**src/rtl/converter_pair_pkg.sv**
```systemverilog
// Package for the converter pair rate and mute control block.
// Assumes an 8-bit register port clocked by ref_clk with a synchronous reset.
`default_nettype none
package converter_pair_pkg;

    localparam int unsigned REG_ADDR_W = 8;
    localparam int unsigned REG_DATA_W = 8;

    localparam logic [REG_ADDR_W-1:0] PAIR01_CONTROL_ADDR = 8'h1b;
    localparam logic [REG_ADDR_W-1:0] PAIR23_CONTROL_ADDR = 8'h1c;
    localparam logic [REG_DATA_W-1:0] PAIR_CONTROL_RESET  = 8'h19;
    localparam logic [REG_DATA_W-1:0] FIELD_MASK          = 8'h3b;
    localparam logic [REG_DATA_W-1:0] RESERVED_MASK       = 8'hc4;
    localparam logic [REG_DATA_W-1:0] READ_UNMAPPED       = 8'h00;

    localparam int unsigned ORDER_BIT = 5;
    localparam int unsigned MUTE_HI   = 4;
    localparam int unsigned MUTE_LO   = 3;
    localparam int unsigned RATE_HI   = 1;
    localparam int unsigned RATE_LO   = 0;

    typedef enum logic
    {
        SINC4 = 1'b0,
        SINC3 = 1'b1
    } sinc_order_t;

    typedef enum logic [1:0]
    {
        RATE_96K      = 2'b00,
        RATE_192K     = 2'b01,
        RATE_768K     = 2'b10,
        RATE_RESERVED = 2'b11
    } rate_sel_t;

    localparam sinc_order_t ORDER_RESET = SINC4;
    localparam logic [1:0]  MUTE_RESET  = 2'b11;
    localparam rate_sel_t   RATE_RESET  = RATE_192K;

    function automatic logic [REG_DATA_W-1:0] pack_control(
        input sinc_order_t order,
        input logic [1:0]  mute,
        input rate_sel_t   rate
    );
        logic [REG_DATA_W-1:0] word;
        word = 8'h00;
        word[ORDER_BIT] = order;
        word[MUTE_HI:MUTE_LO] = mute;
        word[RATE_HI:RATE_LO] = rate;
        return word;
    endfunction

endpackage
`default_nettype wire

```
**src/rtl/pair_cfg_if.sv**
```systemverilog
// Interface carrying one converter pair's live settings.
// Assumes one owner drives it and the top module reads it.
`timescale 1ns/1ns
`default_nettype none
interface pair_cfg_if;
    import converter_pair_pkg::*;

    sinc_order_t order;
    logic [1:0]  mute;
    rate_sel_t   rate;

    modport owner (output order, output mute, output rate);
    modport user  (input order, input mute, input rate);
endinterface
`default_nettype wire

```
**src/rtl/converter_pair_control.sv**
```systemverilog
// Top of the converter pair rate and mute control block.
// Assumes core_run and vol_bypass come from logic on ref_clk, so they are not synchronised.
//
// Summary of operation
// - Order bit per pair: zero picks fourth-order sinc, one picks third-order.
// - Filter order changes only while the core run flag is zero.
// - Per-channel mute forces full attenuation; mutes come out of reset set.
// - With volume stage bypassed, the channel's mute has no effect.
// - Two-bit rate: 00 is 96 kHz, 01 is 192 kHz, 10 is 768 kHz, 11 reserved.
// - Rate updates only while core is stopped; software keeps it matching path rate.
// - Pair 0/1 register at offset 0x1B, reset 0x19.
// - Pair 2/3 register at offset 0x1C, same layout and reset.
`timescale 1ns/1ns
`default_nettype none
module converter_pair_control
    import converter_pair_pkg::*;
(
    input  wire logic                  ref_clk,
    input  wire logic                  rst_n,
    input  wire logic [REG_ADDR_W-1:0] reg_addr,
    input  wire logic [REG_DATA_W-1:0] reg_wdata,
    input  wire logic                  reg_wr,
    input  wire logic                  reg_rd,
    output var  logic [REG_DATA_W-1:0] reg_rdata,
    output var  logic                  reg_rvalid,
    input  wire logic                  core_run,
    input  wire logic [3:0]            vol_bypass,
    output var  logic                  pair01_sinc_third,
    output var  logic                  pair23_sinc_third,
    output var  logic [1:0]            pair01_rate_select,
    output var  logic [1:0]            pair23_rate_select,
    output var  logic                  chan0_mute,
    output var  logic                  chan1_mute,
    output var  logic                  chan2_mute,
    output var  logic                  chan3_mute,
    output var  logic [3:0]            force_max_atten
);

    pair_cfg_if p01 ();
    pair_cfg_if p23 ();

    logic                  wr01;
    logic                  wr23;
    logic [REG_DATA_W-1:0] word01;
    logic [REG_DATA_W-1:0] word23;
    logic [3:0]            mute_all;
    logic [REG_DATA_W-1:0] next_rdata;
    logic                  next_rvalid;
    logic [3:0]            next_atten;

    assign wr01 = reg_wr && (reg_addr == PAIR01_CONTROL_ADDR);
    assign wr23 = reg_wr && (reg_addr == PAIR23_CONTROL_ADDR);

    pair_control_reg u_pair01
    (
        .ref_clk  (ref_clk),
        .rst_n    (rst_n),
        .wr_en    (wr01),
        .wdata    (reg_wdata),
        .core_run (core_run),
        .cfg      (p01.owner)
    );

    pair_control_reg u_pair23
    (
        .ref_clk  (ref_clk),
        .rst_n    (rst_n),
        .wr_en    (wr23),
        .wdata    (reg_wdata),
        .core_run (core_run),
        .cfg      (p23.owner)
    );

    // Reserved bits are not stored, so they always read back zero
    assign word01   = pack_control(p01.order, p01.mute, p01.rate);
    assign word23   = pack_control(p23.order, p23.mute, p23.rate);
    assign mute_all = {p23.mute, p01.mute};

    always_comb
    begin
        next_rdata  = READ_UNMAPPED;
        next_rvalid = reg_rd;
        if (reg_rd)
        begin
            case (reg_addr)
                PAIR01_CONTROL_ADDR: next_rdata = word01;
                PAIR23_CONTROL_ADDR: next_rdata = word23;
                default:             next_rdata = READ_UNMAPPED;
            endcase
        end
        // Bypassed volume stage ignores the mute request
        next_atten = mute_all & ~vol_bypass;
    end

    always_ff @(posedge ref_clk)
    begin
        if (!rst_n)
        begin
            reg_rdata       <= READ_UNMAPPED;
            reg_rvalid      <= 1'b0;
            force_max_atten <= 4'h0;
        end
        else
        begin
            reg_rdata       <= next_rdata;
            reg_rvalid      <= next_rvalid;
            force_max_atten <= next_atten;
        end
    end

    // These come straight from the pair flip-flops
    assign pair01_sinc_third  = p01.order;
    assign pair23_sinc_third  = p23.order;
    assign pair01_rate_select = p01.rate;
    assign pair23_rate_select = p23.rate;
    assign chan0_mute         = p01.mute[0];
    assign chan1_mute         = p01.mute[1];
    assign chan2_mute         = p23.mute[0];
    assign chan3_mute         = p23.mute[1];

    property p_order_update;
        @(posedge ref_clk) disable iff (!rst_n)
        wr01 && !core_run |=> pair01_sinc_third == $past(reg_wdata[ORDER_BIT]);
    endproperty
    a_order_update: assert property (p_order_update)
        else $error("pair 0/1 order did not follow write");

    property p_order_frozen;
        @(posedge ref_clk) disable iff (!rst_n)
        core_run |=> $stable(pair01_sinc_third) && $stable(pair23_sinc_third);
    endproperty
    a_order_frozen: assert property (p_order_frozen)
        else $error("filter order changed while core running");

    property p_mute_atten;
        @(posedge ref_clk) disable iff (!rst_n)
        (mute_all[2] && !vol_bypass[2]) |=> force_max_atten[2];
    endproperty
    a_mute_atten: assert property (p_mute_atten)
        else $error("muted channel 2 not attenuated");

    property p_mute_write;
        @(posedge ref_clk) disable iff (!rst_n)
        wr01 |=> {chan1_mute, chan0_mute} == $past(reg_wdata[MUTE_HI:MUTE_LO]);
    endproperty
    a_mute_write: assert property (p_mute_write)
        else $error("mute bits did not follow write");

    property p_bypass_no_mute;
        @(posedge ref_clk) disable iff (!rst_n)
        vol_bypass[0] |=> !force_max_atten[0];
    endproperty
    a_bypass_no_mute: assert property (p_bypass_no_mute)
        else $error("bypassed channel 0 attenuated");

    property p_rate_never_reserved;
        @(posedge ref_clk) disable iff (!rst_n)
        pair01_rate_select != RATE_RESERVED && pair23_rate_select != RATE_RESERVED;
    endproperty
    a_rate_never_reserved: assert property (p_rate_never_reserved)
        else $error("reserved rate code held");

    property p_rate_frozen;
        @(posedge ref_clk) disable iff (!rst_n)
        core_run |=> $stable(pair01_rate_select) && $stable(pair23_rate_select);
    endproperty
    a_rate_frozen: assert property (p_rate_frozen)
        else $error("rate changed while core running");

    property p_reset_pair01;
        @(posedge ref_clk)
        !rst_n |=> word01 == PAIR_CONTROL_RESET && reg_rvalid == 1'b0;
    endproperty
    a_reset_pair01: assert property (p_reset_pair01)
        else $error("pair 0/1 reset value wrong");

    property p_pair23_layout;
        @(posedge ref_clk) disable iff (!rst_n)
        wr23 && !core_run && reg_wdata[RATE_HI:RATE_LO] != RATE_RESERVED
        |=> word23 == ($past(reg_wdata) & FIELD_MASK);
    endproperty
    a_pair23_layout: assert property (p_pair23_layout)
        else $error("pair 2/3 write layout wrong");

    property p_reset_pair23;
        @(posedge ref_clk)
        !rst_n |=> word23 == PAIR_CONTROL_RESET;
    endproperty
    a_reset_pair23: assert property (p_reset_pair23)
        else $error("pair 2/3 reset value wrong");

    property p_reserved_zero;
        @(posedge ref_clk) disable iff (!rst_n)
        reg_rd |=> reg_rvalid && (reg_rdata & RESERVED_MASK) == 8'h00;
    endproperty
    a_reserved_zero: assert property (p_reserved_zero)
        else $error("reserved bits read non-zero");

    property p_cov_blocked_write;
        @(posedge ref_clk) disable iff (!rst_n)
        wr01 && core_run;
    endproperty
    c_cov_blocked_write: cover property (p_cov_blocked_write);

    property p_cov_reserved_rate;
        @(posedge ref_clk) disable iff (!rst_n)
        wr23 && !core_run && reg_wdata[RATE_HI:RATE_LO] == RATE_RESERVED;
    endproperty
    c_cov_reserved_rate: cover property (p_cov_reserved_rate);

    property p_cov_unmute;
        @(posedge ref_clk) disable iff (!rst_n)
        force_max_atten[1] ##1 !force_max_atten[1];
    endproperty
    c_cov_unmute: cover property (p_cov_unmute);

    property p_cov_read23;
        @(posedge ref_clk) disable iff (!rst_n)
        reg_rd && reg_addr == PAIR23_CONTROL_ADDR;
    endproperty
    c_cov_read23: cover property (p_cov_read23);

endmodule
`default_nettype wire

```
**src/rtl/pair_control_reg.sv**
```systemverilog
// Control register of one converter pair: filter order, two mutes, rate.
// Assumes wr_en is already decoded and core_run is on ref_clk.
`timescale 1ns/1ns
`default_nettype none
module pair_control_reg
    import converter_pair_pkg::*;
(
    input  wire logic                  ref_clk,
    input  wire logic                  rst_n,
    input  wire logic                  wr_en,
    input  wire logic [REG_DATA_W-1:0] wdata,
    input  wire logic                  core_run,
    pair_cfg_if.owner                  cfg
);

    sinc_order_t order;
    logic [1:0]  mute;
    rate_sel_t   rate;
    sinc_order_t next_order;
    logic [1:0]  next_mute;
    rate_sel_t   next_rate;
    rate_sel_t   wr_rate;

    assign wr_rate = rate_sel_t'(wdata[RATE_HI:RATE_LO]);

    always_comb
    begin
        next_order = order;
        next_mute  = mute;
        next_rate  = rate;
        if (wr_en)
        begin
            next_mute = wdata[MUTE_HI:MUTE_LO];
            // Order and rate would glitch a running decimator
            if (!core_run)
            begin
                next_order = sinc_order_t'(wdata[ORDER_BIT]);
                // Reserved rate code is dropped, old rate kept
                if (wr_rate != RATE_RESERVED)
                begin
                    next_rate = wr_rate;
                end
            end
        end
    end

    always_ff @(posedge ref_clk)
    begin
        if (!rst_n)
        begin
            order <= ORDER_RESET;
            mute  <= MUTE_RESET;
            rate  <= RATE_RESET;
        end
        else
        begin
            order <= next_order;
            mute  <= next_mute;
            rate  <= next_rate;
        end
    end

    assign cfg.order = order;
    assign cfg.mute  = mute;
    assign cfg.rate  = rate;

endmodule
`default_nettype wire

```
**config.mk**
```make
export PLATFORM = sky130hd
export DESIGN_NAME = converter_pair_control
export DESIGN_NICKNAME = d
export VERILOG_FILES = /design/src/rtl/converter_pair_pkg.sv /design/src/rtl/pair_cfg_if.sv /design/src/rtl/converter_pair_control.sv /design/src/rtl/pair_control_reg.sv
export SDC_FILE = /design/constraint.sdc
export NUM_CORES = 1
export LEC_CHECK = 0
export ABC_AREA = 1
export BUFFER_PORTS_ARGS = -buffer_cell sky130_fd_sc_hd__buf_4
export CAP_MARGIN = 20
export CORE_UTILIZATION = 42
export DETAILED_ROUTE_END_ITERATION = 12
export PLACE_DENSITY = 0.77
export SYNTH_ARGS = -nofsm -noshare
export SYNTH_HDL_FRONTEND = slang
export SYNTH_SLANG_ARGS = --single-unit
```
**constraint.sdc**
```tcl
create_clock -name ref_clk -period 1 [get_ports ref_clk]
set_input_delay 0.05 -clock ref_clk [delete_from_list [all_inputs] [get_ports ref_clk]]
set_output_delay 0.05 -clock ref_clk [all_outputs]
set_load 0.01 [all_outputs]
```
**Word level (Yosys, flattened, before mapping)**

Index checks and enable logic that the tools add are counted.

- Bits in registers: 23
- Output and inout port bits: 23

- Equal/unequal tests: 3
- Multiplexer cells: 1
- Bitwise operators: 3
- Reductions and logical operators: 7

Operators with widths:

| operator | number |
|---|---|
| $eq 8x5->1 const B | 2 |
| $pmux 6 s2 | 1 |
| $reduce_and 2->1 | 3 |
| $reduce_and 3->1 | 2 |
| $and 4x4->4 | 1 |
| $not 4->4 | 1 |
| $logic_and 1x1->1 | 2 |
| $ne 2x2->1 const B | 1 |
| $not 1->1 | 1 |

**Logic depth before layout (Yosys ltp)**

- Depth after elaboration: 3
- Gate-level depth with buffers: 8

**Modules after synthesis**

A second synthesis with hierarchy kept.

- Cells, all modules: 116
- Area, all modules: 840.8 um^2

Modules (own cells, without submodules):

| module | times used | cells each | area each (um^2) | seq. area each (um^2) |
|---|---|---|---|---|
| converter_pair_control | 1 | 60 | 432.9 | 200.2 |
| pair_control_reg | 2 | 28 | 203.9 | 100.1 |

**Worst setup path after synthesis**

OpenSTA, ideal clock, no wires.

- Path type: input -> register
- Start: in reg_addr[5]
- End: reg u_pair01.mute[0], in the netlist u_pair01.cfg.mute[0]
- Library setup time: 123 ps
- Arrival: 638 ps
- Data required time: 877 ps
- Setup slack: 239 ps
- Stages: 8
- Cell sequence: inv_1 nand2_1 nor2_4 nand2_2 nor2_4 inv_2 nand2_1 nand3_1

- Cells in the longest elaborated chain, start to end: 2

Ends and longest elaborated chain:

| element | RTL line | RTL |
|---|---|---|
| from (decl) | converter_pair_control.sv:20 | `input wire logic [REG_ADDR_W-1:0] reg_addr,` |
| $eq 8x5->1 | converter_pair_control.sv:51 | `assign wr01 = reg_wr && (reg_addr == PAIR01_CONTROL_ADDR);` |
| $logic_and 1x1->1 | converter_pair_control.sv:51 |  |
| to (signal assigned) | pair_control_reg.sv:58 | `mute <= next_mute;` |
| to (decl) | pair_control_reg.sv:17 | `logic [1:0] mute;` |

No other way between the ends.
A chain may end at the register's enable or synchronous reset.

**Worst setup path after layout**

- Start: reg u_pair23.mute[0], in the netlist u_pair23.cfg.mute[0]
- End: out chan2_mute

RTL lines:

| element | RTL line | RTL |
|---|---|---|
| from (decl) | pair_control_reg.sv:17 |  |
| from (signal assigned) | pair_control_reg.sv:58 |  |
| to (decl) | converter_pair_control.sv:34 | `output var logic chan2_mute,` |

No word-level cell between the ends.

==> results.sh <==
export IMPL_holdPathEnd="u_pair23.cfg.rate[0]"
export IMPL_synth_edf_count=0
export IMPL_yosysSeqAreaShare_pct=45.98
export IMPL_async_reset_ff_share_pct=0
export IMPL_grtUsageTotal_pct=19.98
export IMPL_peakVddDrop_uv=1487
export IMPL_worstPathRequired_ps=950
export IMPL_ys_warn_count=0
export IMPL_max_cap_violations=0
export IMPL_ys_types=16
export IMPL_cellLeakagePower_nw=0.6849
export IMPL_die_y_um=47.54
export IMPL_cts_htree_levels=1
export IMPL_crit_cells=1
export IMPL_end_kind="primary output"
export IMPL_yosys_area_top_type="dfxtp_1"
export IMPL_cts_buffer_depth=2
export IMPL_synth_area_leaders="dfxtp_1 (46%), nand2_1 (17%), nor2_1 (7.8%)"
export IMPL_status="complete, no violations"
export IMPL_antenna_found_initial=0
export IMPL_min_path_type="in -> reg"
export IMPL_worst_r2r_startpoint="u_pair23.cfg.mute[0]"
export IMPL_period_minus_slack_ps=901.7
export IMPL_dr_pass1_iters=4
export IMPL_path_delay_family="flip-flops"
export IMPL_critPathArrivalTime_ps=850
export IMPL_cpPeakStageDelay_ps=410
export IMPL_wl_per_cell_um=10.49
export IMPL_crit_fanout=4
export IMPL_yosys_area_top_type_share_pct=45.98
export IMPL_holdPathStages=3
export IMPL_crit_path_top_delay_cell="dfxtp_1"
export IMPL_syn_avg_cell_area_um2=6.911
export IMPL_worst_r2r_endpoint="reg_rdata[3]"
export IMPL_p_total_mw=1.660
export IMPL_io_pins=48
export IMPL_n_fill_cell=164
export IMPL_synthCells=126
export IMPL_grt_pass1_wl_um=3208
export IMPL_layout_nets=205
export IMPL_drt_iter0_drc=28
export IMPL_drv_slew=0
export IMPL_drc=0
export IMPL_synth_area_um2=870.8
export IMPL_p_per_area_mw_per_mm2=1236
export IMPL_routabilityCongestion=0.7770
export IMPL_dieArea_mm2=0.002260
export IMPL_die_w_um=47.54
export IMPL_cts_setup_buffers=0
export IMPL_grt_max_degree=16
export IMPL_cts_tree="yes"
export IMPL_numClockSinks=20
export IMPL_hold_violations=0
export IMPL_synth_ff_type="dfxtp_1"
export IMPL_path_clk_slew_ps=110
export IMPL_drive_above_1_share_pct=30.73
export IMPL_clkLatencyLatePin_ps=300
export IMPL_viasPerCell=4.563
export IMPL_cp_buffers_inverters=1
export IMPL_hpwlAfterDp_um=1582
export IMPL_fin_crit_sh_pct=90.17
export IMPL_vias=940
export IMPL_worst_setup_path_type="reg -> out"
export IMPL_num_rows=16
export IMPL_cts_repair_resized=0
export IMPL_diodes=0
export IMPL_cts_buffers=3
export IMPL_syn2layout_area_growth_pct=54.17
export IMPL_drt_total_wl_um=2161
export IMPL_rsz0062_at_grt="false"
export IMPL_post_synth_top_count_cell="nand2_1"
export IMPL_timing_fmax_mhz=1109
export IMPL_ff2ff_path_depth=2
export IMPL_reg2reg_slack_ps=310
export IMPL_whs_ps=15.41
export IMPL_setup_violations=0
export IMPL_synth_common_cells="nand2_1 (39), dfxtp_1 (20), nor2_1 (18), inv_1 (16), nand3_1 (8)"
export IMPL_io_buffer_count=41
export IMPL_clock_skew_ps=2.397
export IMPL_core_area_mm2=0.001962
export IMPL_cts_root_buffer="clkbuf_4"
export IMPL_grt_pass1_vias=778
export IMPL_ys_ff_latch=20
export IMPL_grt_overflow_total=0
export IMPL_initial_core_util_pct=44.39
export IMPL_start_kind="register"
export IMPL_postRouteAntennaNets=0
export IMPL_worstHoldStart="reg_wdata[0]"
export IMPL_crit_chain="buf_4"
per-stage QoR:
| stage | instances | setup slack (ps) | cell area (um^2) | TNS (ps) | utilization [%] |
|---|---|---|---|---|---|
| 2_1_floorplan | 128 | 239.0 | 878.3 | 0 | - |
| 3_3_place_gp | 193 | 47.61 | 1200 | 0 | 61.16 |
| 3_5_place_dp | 193 | -10.30 | 1200 | -10.30 | 61.16 |
| 4_1_cts | 206 | 95.28 | 1343 | 0 | 68.43 |
| 5_1_grt | 206 | 49.71 | 1343 | 0 | 68.43 |
| 6_report | 206 | 98.28 | 1343 | 0 | 68.43 |
timing repair:
action,CTS,global route
endpoints found under the hold margin,11,0
endpoints found under the setup margin,0,0
hold buffers,9,0
state kept, by name (all words and copies together) (netlist names):
| name | flops |
|---|---|
| u_pair23.cfg.rate | 2 |
| reg_rdata | 5 |
| u_pair01.cfg.mute | 2 |
| u_pair23.cfg.mute | 2 |
| u_pair01.cfg.rate | 2 |
| force_max_atten | 4 |
| u_pair01.cfg.order | 1 |
| reg_rvalid | 1 |
| u_pair23.cfg.order | 1 |
cell families (layout without fill, tap and decap cells):
kind of cell,Yosys count,in the layout,share of synthesized area [%]
buffers and inverters,22,73,10.92
and+or+nand+nor,76,76,38.65
DFF,20,20,45.98
AOI/OAI and AO/OA,7,7,4.023
other,1,3,0.4306
cell usage in the layout (no fill, tap or decap):
cell,n
buf_4,42
nand2_1,39
dfxtp_1,20
nor2_1,18
inv_1,16
dlygate4sd3_1,9
nand3_1,8
a21oi_1,6
nand4_1,4
nor2_2,3
conb_1,3
clkbuf_4,3
nor2_4,2
inv_2,2
nand2_2,1
nand3_2,1
o21ai_0,1
bufinv_16,1
cell type report:
cell class / count / area, um^2 / share of cell area, %
clock buffer: 3 / 22.52 / 1.678
clock inverter: 1 / 30.03 / 2.237
inverter: 18 / 67.56 / 5.033
multi-input combinational: 86 / 382.9 / 28.52
sequential: 20 / 400.4 / 29.82
tap: 27 / 33.78 / 2.516
timing repair buffer: 51 / 405.4 / 30.20
report_power, final:
| part | total (mW) | switching (mW) | internal, mW |
|---|---|---|---|
| Sequential | 0.811 | 0.00329 | 0.808 |
| Clock | 0.649 | 0.244 | 0.405 |
| Combinational | 0.199 | 0.0903 | 0.109 |
| Total | 1.66 | 0.338 | 1.32 |
worst max path at each step:
stage	from	to	slack (ps)
floorplan	reg_addr[5]	u_pair01.cfg.mute[0]	240
global placement	reg_addr[5]	u_pair23.cfg.rate[0]	50
detailed placement	reg_addr[5]	u_pair23.cfg.rate[0]	-10
CTS	u_pair23.cfg.mute[0]	chan2_mute	100
global route	u_pair23.cfg.mute[0]	chan2_mute	50
finish	u_pair23.cfg.mute[0]	chan2_mute	100
routing by layer:
metal / GRT usage, % / part of all wire, % / vias to the layer above
li1: - / - / 487
met1: 25.23 / 44 / 427
met2: 36.16 / 52 / 24
met3: 4.528 / 3.4 / 2
met4: 1.667 / 0.79 / 0
met5: 0 / 0 / -
Power figures use the tool's default switching activity.
